**config.mk**
```make
export PLATFORM = sky130hd
export DESIGN_NAME = rsc_rx_flags
export DESIGN_NICKNAME = d
export VERILOG_FILES = /design/src/shared/rsc_pkg.sv /design/src/rtl/rsc_rx_flags.sv
export SDC_FILE = /design/constraint.sdc
export NUM_CORES = 2
export LEC_CHECK = 0
export BUFFER_PORTS_ARGS = -buffer_cell sky130_fd_sc_hd__buf_2
export CORE_MARGIN = 2
export CORE_UTILIZATION = 45
export CTS_CLUSTER_SIZE = 40
export DETAILED_ROUTE_END_ITERATION = 6
export MAX_ROUTING_LAYER = met4
export PLACE_DENSITY = 0.6
export SLEW_MARGIN = 40
export SYNTH_ARGS = -nofsm -noshare
export SYNTH_HDL_FRONTEND = slang
export SYNTH_SLANG_ARGS = --single-unit
```
**constraint.sdc**
```tcl
create_clock -name SYS_CLK_I -period 49 [get_ports SYS_CLK_I]
set_input_delay 9.8 -clock SYS_CLK_I [delete_from_list [all_inputs] [get_ports SYS_CLK_I]]
set_output_delay 9.8 -clock SYS_CLK_I [all_outputs]
set_load 0.02 [all_outputs]
```
**src/shared/rsc_pkg.sv**
```systemverilog
//////////////////////////////////////////////////////////////////////////////
// Package for the receive statistic counter and interrupt flag bank.
// Assumes one register clock and an APB master on the same clock.
//////////////////////////////////////////////////////////////////////////////
package rsc_pkg;

  localparam int RSC_NUM_CNT = 24;
  localparam int RSC_CNT_W = 32;
  localparam int RSC_AW = 12;
  localparam int RSC_LEN_W = 16;

  // Register byte offsets.
  localparam logic [11:0] RSC_OFS_CTRL = 12'h100;
  localparam logic [11:0] RSC_OFS_IRQ_STAT = 12'h104;
  localparam logic [11:0] RSC_OFS_CNT_BASE = 12'h180;

  // Control register field positions, width and reset value.
  localparam int RSC_CTL_RESET = 0;
  localparam int RSC_CTL_STOP_ROLL = 1;
  localparam int RSC_CTL_RD_CLR = 2;
  localparam int RSC_CTL_FREEZE = 3;
  localparam int RSC_CTL_PRESET = 4;
  localparam int RSC_CTL_FULL_HALF = 5;
  localparam int RSC_CTL_W = 6;
  localparam logic [5:0] RSC_CTL_RST_VAL = 6'h00;
  localparam logic [23:0] RSC_FLAG_RST_VAL = 24'h000000;

  // Distance below the half or full point that a preset lands on.
  localparam logic [31:0] RSC_OCT_PRE_GAP = 32'h0000_0800;
  localparam logic [31:0] RSC_FRM_PRE_GAP = 32'h0000_0010;

  // Counter index equals its flag bit in the interrupt status register.
  typedef enum logic [4:0] {
    RSC_RX_TOTAL_FRAME_COUNT = 5'h00,
    RSC_RX_TOTAL_BYTE_COUNT = 5'h01,
    RSC_RX_GOOD_BYTE_COUNT = 5'h02,
    RSC_RX_GOOD_BCAST_COUNT = 5'h03,
    RSC_RX_GOOD_MCAST_COUNT = 5'h04,
    RSC_RX_CRC_ERR_COUNT = 5'h05,
    RSC_RX_ALIGN_ERR_COUNT = 5'h06,
    RSC_RX_RUNT_ERR_COUNT = 5'h07,
    RSC_RX_JABBER_ERR_COUNT = 5'h08,
    RSC_RX_UNDERSIZE_COUNT = 5'h09,
    RSC_RX_OVERSIZE_COUNT = 5'h0A,
    RSC_RX_SIZE_BUCKET_MIN_COUNT = 5'h0B,
    RSC_RX_SIZE_BUCKET_65_COUNT = 5'h0C,
    RSC_RX_SIZE_BUCKET_128_COUNT = 5'h0D,
    RSC_RX_SIZE_BUCKET_256_COUNT = 5'h0E,
    RSC_RX_SIZE_BUCKET_512_COUNT = 5'h0F,
    RSC_RX_SIZE_BUCKET_LARGE_COUNT = 5'h10,
    RSC_RX_SINGLE_DEST_COUNT = 5'h11,
    RSC_RX_LEN_ERR_COUNT = 5'h12,
    RSC_RX_OUT_OF_RANGE_COUNT = 5'h13,
    RSC_RX_PAUSE_COUNT = 5'h14,
    RSC_RX_BUFFER_OVERRUN_COUNT = 5'h15,
    RSC_RX_TAGGED_FRAME_COUNT = 5'h16,
    RSC_RX_WATCHDOG_ERR_COUNT = 5'h17
  } rsc_cnt_e_t;

  typedef struct packed {
    logic psel;
    logic penable;
    logic pwrite;
    logic [11:0] paddr;
    logic [31:0] pwdata;
  } rsc_apb_req_t;

  typedef struct packed {
    logic pready;
    logic pslverr;
    logic [31:0] prdata;
  } rsc_apb_rsp_t;

  typedef struct packed {
    logic [23:0] flags;
    logic [5:0] ctl;
    logic [23:0][31:0] cnt;
    logic [31:0] prdata;
  } rsc_state_t;

endpackage

```
**src/rtl/rsc_rx_flags.sv**
```systemverilog
//////////////////////////////////////////////////////////////////////////////
// Receive statistic counters, their control register and the receive
// interrupt status register, reached over APB.
// Assumes event pulses and the APB master run on SYS_CLK_I.
//////////////////////////////////////////////////////////////////////////////
//
// Added by the designer: the APB slave port.
module rsc_rx_flags
  import rsc_pkg::*;
(
  input wire logic SYS_CLK_I,
  input wire logic RST_I,
  input wire logic CE_I,
  input wire rsc_apb_req_t APB_REQ_I,
  output rsc_apb_rsp_t APB_RSP_O,
  input wire logic [23:0] EVT_I,
  input wire logic [15:0] OCTET_LEN_I
);

  localparam logic [31:0] HALF_VAL = 32'h8000_0000;
  localparam logic [31:0] MAX_VAL = 32'hFFFF_FFFF;
  localparam logic [23:0] OCTET_MASK =
    (24'h000001 << RSC_RX_TOTAL_BYTE_COUNT) |
    (24'h000001 << RSC_RX_GOOD_BYTE_COUNT);

  ////////////////////////////////////////////////////////////////////////////
  // Decode helpers.
  ////////////////////////////////////////////////////////////////////////////

  // Returns a hit bit above the counter index for a counter address.
  function automatic logic [5:0] cnt_decode(input logic [11:0] addr);
    logic [11:0] rel;
    rel = addr - RSC_OFS_CNT_BASE;
    cnt_decode = 6'h00;
    if (addr >= RSC_OFS_CNT_BASE && rel[1:0] == 2'h0 &&
        rel[11:2] < 10'(RSC_NUM_CNT)) begin
      cnt_decode = {1'b1, rel[6:2]};
    end
  endfunction

  // Preset value: the half or full point less the counter's gap.
  function automatic logic [31:0] preset_val(input logic octet,
                                             input logic full);
    logic [32:0] base;
    logic [32:0] gap;
    base = full ? 33'h1_0000_0000 : {1'b0, HALF_VAL};
    gap = {1'b0, octet ? RSC_OCT_PRE_GAP : RSC_FRM_PRE_GAP};
    preset_val = 32'(base - gap);
  endfunction

  ////////////////////////////////////////////////////////////////////////////
  // State and next-state logic.
  ////////////////////////////////////////////////////////////////////////////

  rsc_state_t s_q;
  rsc_state_t s_d;

  logic acc_rd;
  logic acc_wr;
  logic setup_rd;
  logic [5:0] acc_sel;
  logic [5:0] setup_sel;
  logic acc_mapped;
  logic [23:0] rd_clr_v;
  logic [23:0] upd_v;
  logic [23:0] set_v;
  logic [23:0][31:0] base_v;

  assign acc_rd = APB_REQ_I.psel && APB_REQ_I.penable && !APB_REQ_I.pwrite;
  assign acc_wr = APB_REQ_I.psel && APB_REQ_I.penable && APB_REQ_I.pwrite;
  assign setup_rd = APB_REQ_I.psel && !APB_REQ_I.penable &&
                    !APB_REQ_I.pwrite;
  assign acc_sel = cnt_decode(APB_REQ_I.paddr);
  assign setup_sel = acc_sel;
  assign acc_mapped = acc_sel[5] ||
                      APB_REQ_I.paddr == RSC_OFS_CTRL ||
                      APB_REQ_I.paddr == RSC_OFS_IRQ_STAT;

  always_comb begin
    logic [32:0] sum;
    logic [31:0] inc;
    logic [31:0] nv;
    logic wrap;
    logic stop;
    logic [23:0] nf;
    sum = 33'h0_0000_0000;
    nf = 24'h000000;
    inc = 32'h0000_0000;
    nv = 32'h0000_0000;
    wrap = 1'b0;
    stop = s_q.ctl[RSC_CTL_STOP_ROLL];
    s_d = s_q;
    rd_clr_v = 24'h000000;
    upd_v = 24'h000000;
    set_v = 24'h000000;
    base_v = s_q.cnt;

    // Reset and preset commands act for exactly one cycle.
    s_d.ctl[RSC_CTL_RESET] = 1'b0;
    s_d.ctl[RSC_CTL_PRESET] = 1'b0;
    if (acc_wr && APB_REQ_I.paddr == RSC_OFS_CTRL) begin
      s_d.ctl = APB_REQ_I.pwdata[RSC_CTL_W-1:0];
    end

    // APB reads always carry all four byte lanes, so any counter read
    // includes bits 7:0 and therefore clears.
    if (acc_rd && acc_sel[5]) begin
      rd_clr_v[acc_sel[4:0]] = 1'b1;
    end

    for (int i = 0; i < RSC_NUM_CNT; i++) begin
      if (s_q.ctl[RSC_CTL_RESET]) begin
        base_v[i] = 32'h0000_0000;
      end else if (s_q.ctl[RSC_CTL_PRESET]) begin
        base_v[i] = preset_val(OCTET_MASK[i],
                               s_q.ctl[RSC_CTL_FULL_HALF]);
      end else if (rd_clr_v[i] && s_q.ctl[RSC_CTL_RD_CLR]) begin
        base_v[i] = 32'h0000_0000;
      end
      inc = OCTET_MASK[i] ? {16'h0000, OCTET_LEN_I} : 32'h0000_0001;
      upd_v[i] = EVT_I[i] && !s_q.ctl[RSC_CTL_FREEZE];
      sum = {1'b0, base_v[i]} + {1'b0, inc};
      wrap = sum[32];
      if (wrap && stop) begin
        nv = MAX_VAL;
      end else begin
        nv = sum[31:0];
      end
      // Octet counters move in steps, so crossing a threshold counts.
      set_v[i] = upd_v[i] && ((!base_v[i][31] && nv[31]) ||
                 (nv == MAX_VAL && base_v[i] != MAX_VAL) ||
                 (wrap && !stop));
      s_d.cnt[i] = upd_v[i] ? nv : base_v[i];
    end

    // A status read leaves the flags alone. Flag i belongs to counter i,
    // so each group of bits is owned by the counters listed in the enum.
    nf = (s_q.flags & ~rd_clr_v) | set_v;
    s_d.flags[23] = nf[23];
    s_d.flags[22] = nf[22];
    s_d.flags[21] = nf[21];
    s_d.flags[20] = nf[20];
    s_d.flags[19] = nf[19];
    s_d.flags[18] = nf[18];
    s_d.flags[17] = nf[17];
    s_d.flags[16:11] = nf[16:11];
    s_d.flags[10:9] = nf[10:9];
    s_d.flags[8:7] = nf[8:7];
    s_d.flags[6:5] = nf[6:5];
    s_d.flags[4:3] = nf[4:3];
    s_d.flags[2:1] = nf[2:1];
    s_d.flags[0] = nf[0];

    // Read data is captured in the setup phase so it leaves a flop.
    if (setup_rd) begin
      if (setup_sel[5]) begin
        s_d.prdata = s_q.cnt[setup_sel[4:0]];
      end else if (APB_REQ_I.paddr == RSC_OFS_CTRL) begin
        s_d.prdata = {26'h000_0000, s_q.ctl};
      end else if (APB_REQ_I.paddr == RSC_OFS_IRQ_STAT) begin
        s_d.prdata = {8'h00, s_q.flags};
      end else begin
        s_d.prdata = 32'h0000_0000;
      end
    end
  end

  always_ff @(posedge SYS_CLK_I or posedge RST_I) begin
    if (RST_I) begin
      s_q.flags <= RSC_FLAG_RST_VAL;
      s_q.ctl <= RSC_CTL_RST_VAL;
      s_q.cnt <= '0;
      s_q.prdata <= 32'h0000_0000;
    end else if (CE_I) begin
      s_q <= s_d;
    end
  end

  ////////////////////////////////////////////////////////////////////////////
  // APB answer.
  ////////////////////////////////////////////////////////////////////////////

  // Stalling pready while the enable is low keeps the master from
  // completing a transfer whose side effects would be frozen away.
  assign APB_RSP_O.pready = CE_I;
  assign APB_RSP_O.pslverr = CE_I && APB_REQ_I.psel &&
                             APB_REQ_I.penable && !acc_mapped;
  assign APB_RSP_O.prdata = s_q.prdata;

  logic plain_cycle;
  assign plain_cycle = !s_q.ctl[RSC_CTL_RESET] && !s_q.ctl[RSC_CTL_PRESET];
endmodule

```
==> results.md <==
* Outcome: finished, final reports clean
* Endpoints failing setup at 0
* Final-report max-slew violation count at 0
* Maximum clock insertion buffer count at 3
* Most instantiated cells after synthesis: 1,289 x sky130_fd_sc_hd__nor2_1, 1,270 x sky130_fd_sc_hd__a21oi_1, 1,002 x sky130_fd_sc_hd__o21ai_0, 921 x sky130_fd_sc_hd__nand2_1, 830 x sky130_fd_sc_hd__dfrtp_1
* Highest attainable clock frequency at 45.3 MHz
* Count of mapped cells out of synthesis at 11,400
* Worst min-delay path endpoint: APB_RSP_O[26]$_DFFE_PP0P_
* Vias in the first global route at a little under 90,000
* Critical path data required time at 39.20 ns
* Largest net degree at the start of global routing at about 140
* Clock Skews at 0.0404 ns
* Cell Pwr Density at around 34 nW/um^2
* Buffers inserted during post-CTS setup optimization at 0
* Clock latency at the later pin of the worst-skew pair at 0.82 ns
* Routed vias at about 96,000
* Detailed-route DRC error count at 0
* Area after detailed placement at 82,700 um^2
* Worst EP arrival at between 10 and 15 ns
* # port buffers at 97
* Row Count at 155
* Initial Utilization at 0.452
* Share of layout cells above drive strength 1 at 0.0876
* Detailed placement HPWL at 305,000 um
* Area added between synthesis and finish at 7.62%
* Total Power at 2.98 mW
* Worst slew pin tran at 0.998 ns
* Clock sink count at 830
* Number of hold violations in the final report at 0
* Buffer cell driving the clock tree root: sky130_fd_sc_hd__clkbuf_16
* Worst reg2reg setup slack at approximately 42 ns
* Setup repair after global routing missed its margin: no
* Die boundary width at 427 um
* Count of non-filler cells in the finished layout at between 10,000 and 15,000
* Tcrit/Tclk final at 0.451
* Hold Path Cell Cnt at 2
* Die area at between 150,000 and 200,000 um^2
* H-tree levels at 3
* Leading cell types by total area after synthesis: sky130_fd_sc_hd__dfrtp_1 26%, sky130_fd_sc_hd__a21oi_1 7.9%, sky130_fd_sc_hd__o21ai_0 6.2%
* Type of the worst setup path: input pin to output port
* Hold buffers post-CTS at 0
* Fraction of synthesized cell area taken by the top area cell type at 0.258
* Post-synthesis sequential area ratio at 0.258
* Total negative slack for setup checks at 0 ns
* Cell with the most instances after synthesis: sky130_fd_sc_hd__nor2_1
* Number of placed I/O pins at 124
* 1st-iter DRT viols at around 15,000
* Weighted congestion reported at the end of routability-driven placement at 1.05
* Post-layout minimum cycle time at 22.08 ns
* Syn avg cell area at approximately 7.1 um^2
* Final core utilization at 0.487
* First-pass detailed-route iteration total at 7
* Endpoint of the most critical register-to-register path: s_q[693]$_DFFE_PP0P_
* Overall routing resource usage at 0.470
* Launching element type of the critical path: input pin
* Post-route design area at 86,600 um^2
* Count of state elements after synthesis at 830
* Top cell type by total area after synthesis: sky130_fd_sc_hd__dfrtp_1
* Hold Crit Class: register to register
* Worst rel slew slack at 0.328
* Reg2Reg Depth at 16
* Drt via density at 7.22
* LEAKAGE at 32.7 nW
* Post-synth ARST share at 1.00
* DP Cell Count at roughly 13,000
* Ys flop type: sky130_fd_sc_hd__dfrtp_1
* Clock buffer count from CTS at 109
* Syn nets at 11,500
* Synth unique cells at 125
* Resized Gates After CTS at 0
* Worst voltage drop across the vdd grid at 32.9 uV
* Wire length of the first global-routing pass at 620,000 um
* Avg WL per Cell at around 32 um
* Synth warn at 0
* Min-delay src: APB_RSP_O[26]$_DFFE_PP0P_
* Launch instance of the worst register-to-register path: s_q[800]$_DFFE_PP0P_
* Number of nets at the end of the flow at around 11,000
* Number of nets still failing antenna checks after routing at 0
* Clock tree from TritonCTS: done
* Placeable core region at 178,000 um^2
* Remaining global-route overflow at 0
* Number of enable flip-flop cells after synthesis at 0
* Cell area after technology mapping at around 80,000 um^2
* Y dimension of the die at 427 um
* Crit path max fanout at 44
* Max-Cap Viols at 0
* Initial antenna violation count at 24
* Critical Path Sink Type: output port
* Clock transition at the registers of the reported paths at 0.06 ns
* Detailed Route WL at 433,000 um
## worst max-delay path, cell delays in order
cell                       delay (ns)
sky130_fd_sc_hd__buf_2           0.08
sky130_fd_sc_hd__buf_4           0.53
sky130_fd_sc_hd__nand2b_2        0.24
sky130_fd_sc_hd__buf_4           0.59
sky130_fd_sc_hd__nor2_4          0.28
sky130_fd_sc_hd__nor4b_1         0.33
sky130_fd_sc_hd__buf_4           0.21
sky130_fd_sc_hd__buf_2           0.17
## sequential cells by signal (all words and copies together) (netlist names)
signal,cells
s_q,798
APB_RSP_O,32
## metrics by stage
stage	worst slack, ns	hold WS, ns
finish	26.92	0.476
global route	26.89	0.499
CTS	27.04	0.479
detailed placement	27.06	0.466
global placement	26.94	0.458
floorplan	15.88	0.450
## cells by family (layout without fill, tap and decap cells)
logic type	Yosys count	after routing	synth area share
DFF	830	830	0.258
xor gates and xnor gates	489	489	0.0532
and+or+nand+nor	4116	4116	0.250
AOI/OAI and AO/OA	4328	4328	0.341
buffers and inverters	1430	1011	0.0718
other	0	43	0
muxes	147	147	0.0198
adders and majority gates	38	38	0.00581
## where the power goes
| group | switching [mW] | total [mW] | leakage, nW | internal [mW] |
|---|---|---|---|---|
| Sequential | 0.292 | 1.12 | 10.6 | 0.823 |
| Clock | 0.375 | 0.875 | 1.83 | 0.500 |
| Combinational | 0.611 | 0.993 | 20.3 | 0.382 |
| Total | 1.28 | 2.98 | 32.7 | 1.71 |
## final cells by class
type	instances	area, um^2
Timing Repair Buffer	398	2920
Fill cell	17900	91400
Sequential cell	830	20800
Inverter	411	1580
Tap cell	2355	2950
Multi-Input combinational cell	9118	54600
Clock buffer	160	3210
Clock inverter	42	524
Antenna cell	43	108
## per-layer routing
metal / vias to the layer above / GRT usage / share of wire
met4: 0 / 0.280 / 0.071
met3: 1311 / 0.122 / 0.12
li1: 41600 / - / -
met5: - / - / 0
met1: 46800 / 0.615 / 0.40
met2: 6746 / 0.646 / 0.41
## placed cells by master (no fill, tap or decap), types with 55 or more instances in the layout
master and n:
sky130_fd_sc_hd__inv_1 405, sky130_fd_sc_hd__o21a_1 91, sky130_fd_sc_hd__a211oi_1 61, sky130_fd_sc_hd__mux2_2 89, sky130_fd_sc_hd__o21ai_1 60, sky130_fd_sc_hd__o22ai_1 138
sky130_fd_sc_hd__nand2_1 909, sky130_fd_sc_hd__nor2_1 1260, sky130_fd_sc_hd__nand3_1 489, sky130_fd_sc_hd__nor3_1 296, sky130_fd_sc_hd__a311oi_1 126, sky130_fd_sc_hd__and2_1 80
sky130_fd_sc_hd__xnor2_1 275, sky130_fd_sc_hd__a22oi_1 90, sky130_fd_sc_hd__a21o_1 192, sky130_fd_sc_hd__mux2i_1 56, sky130_fd_sc_hd__o21ai_0 995, sky130_fd_sc_hd__buf_4 271
sky130_fd_sc_hd__and3_1 144, sky130_fd_sc_hd__a41oi_1 87, sky130_fd_sc_hd__o31ai_1 99, sky130_fd_sc_hd__a31oi_1 309, sky130_fd_sc_hd__nand2b_1 55, sky130_fd_sc_hd__dfrtp_1 826
sky130_fd_sc_hd__clkbuf_16 110, sky130_fd_sc_hd__buf_2 104, sky130_fd_sc_hd__o211ai_1 156, sky130_fd_sc_hd__or4_1 55, sky130_fd_sc_hd__nor2b_1 57, sky130_fd_sc_hd__a21oi_1 1267
sky130_fd_sc_hd__nand4_1 188, sky130_fd_sc_hd__nor4_1 166, sky130_fd_sc_hd__o221ai_1 184, sky130_fd_sc_hd__xor2_1 214, sky130_fd_sc_hd__or3_1 73
## how the worst max path moves through the flow
| stage | end | start | depth (start not counted) | slack [ns] |
|---|---|---|---|---|
| 2_1_floorplan | APB_RSP_O[0]$_DFFE_PP0P_ | RST_I | 1 | 15.88 |
| 3_3_place_gp | APB_RSP_O[32] | APB_REQ_I[35] | 8 | 26.94 |
| 3_5_place_dp | APB_RSP_O[32] | APB_REQ_I[35] | 8 | 27.06 |
| 4_1_cts | APB_RSP_O[32] | APB_REQ_I[35] | 8 | 27.04 |
| 5_1_grt | APB_RSP_O[32] | APB_REQ_I[35] | 8 | 26.89 |
| 6_report | APB_RSP_O[32] | APB_REQ_I[35] | 8 | 26.92 |
Note: power is estimated with default switching activity, not from simulation.
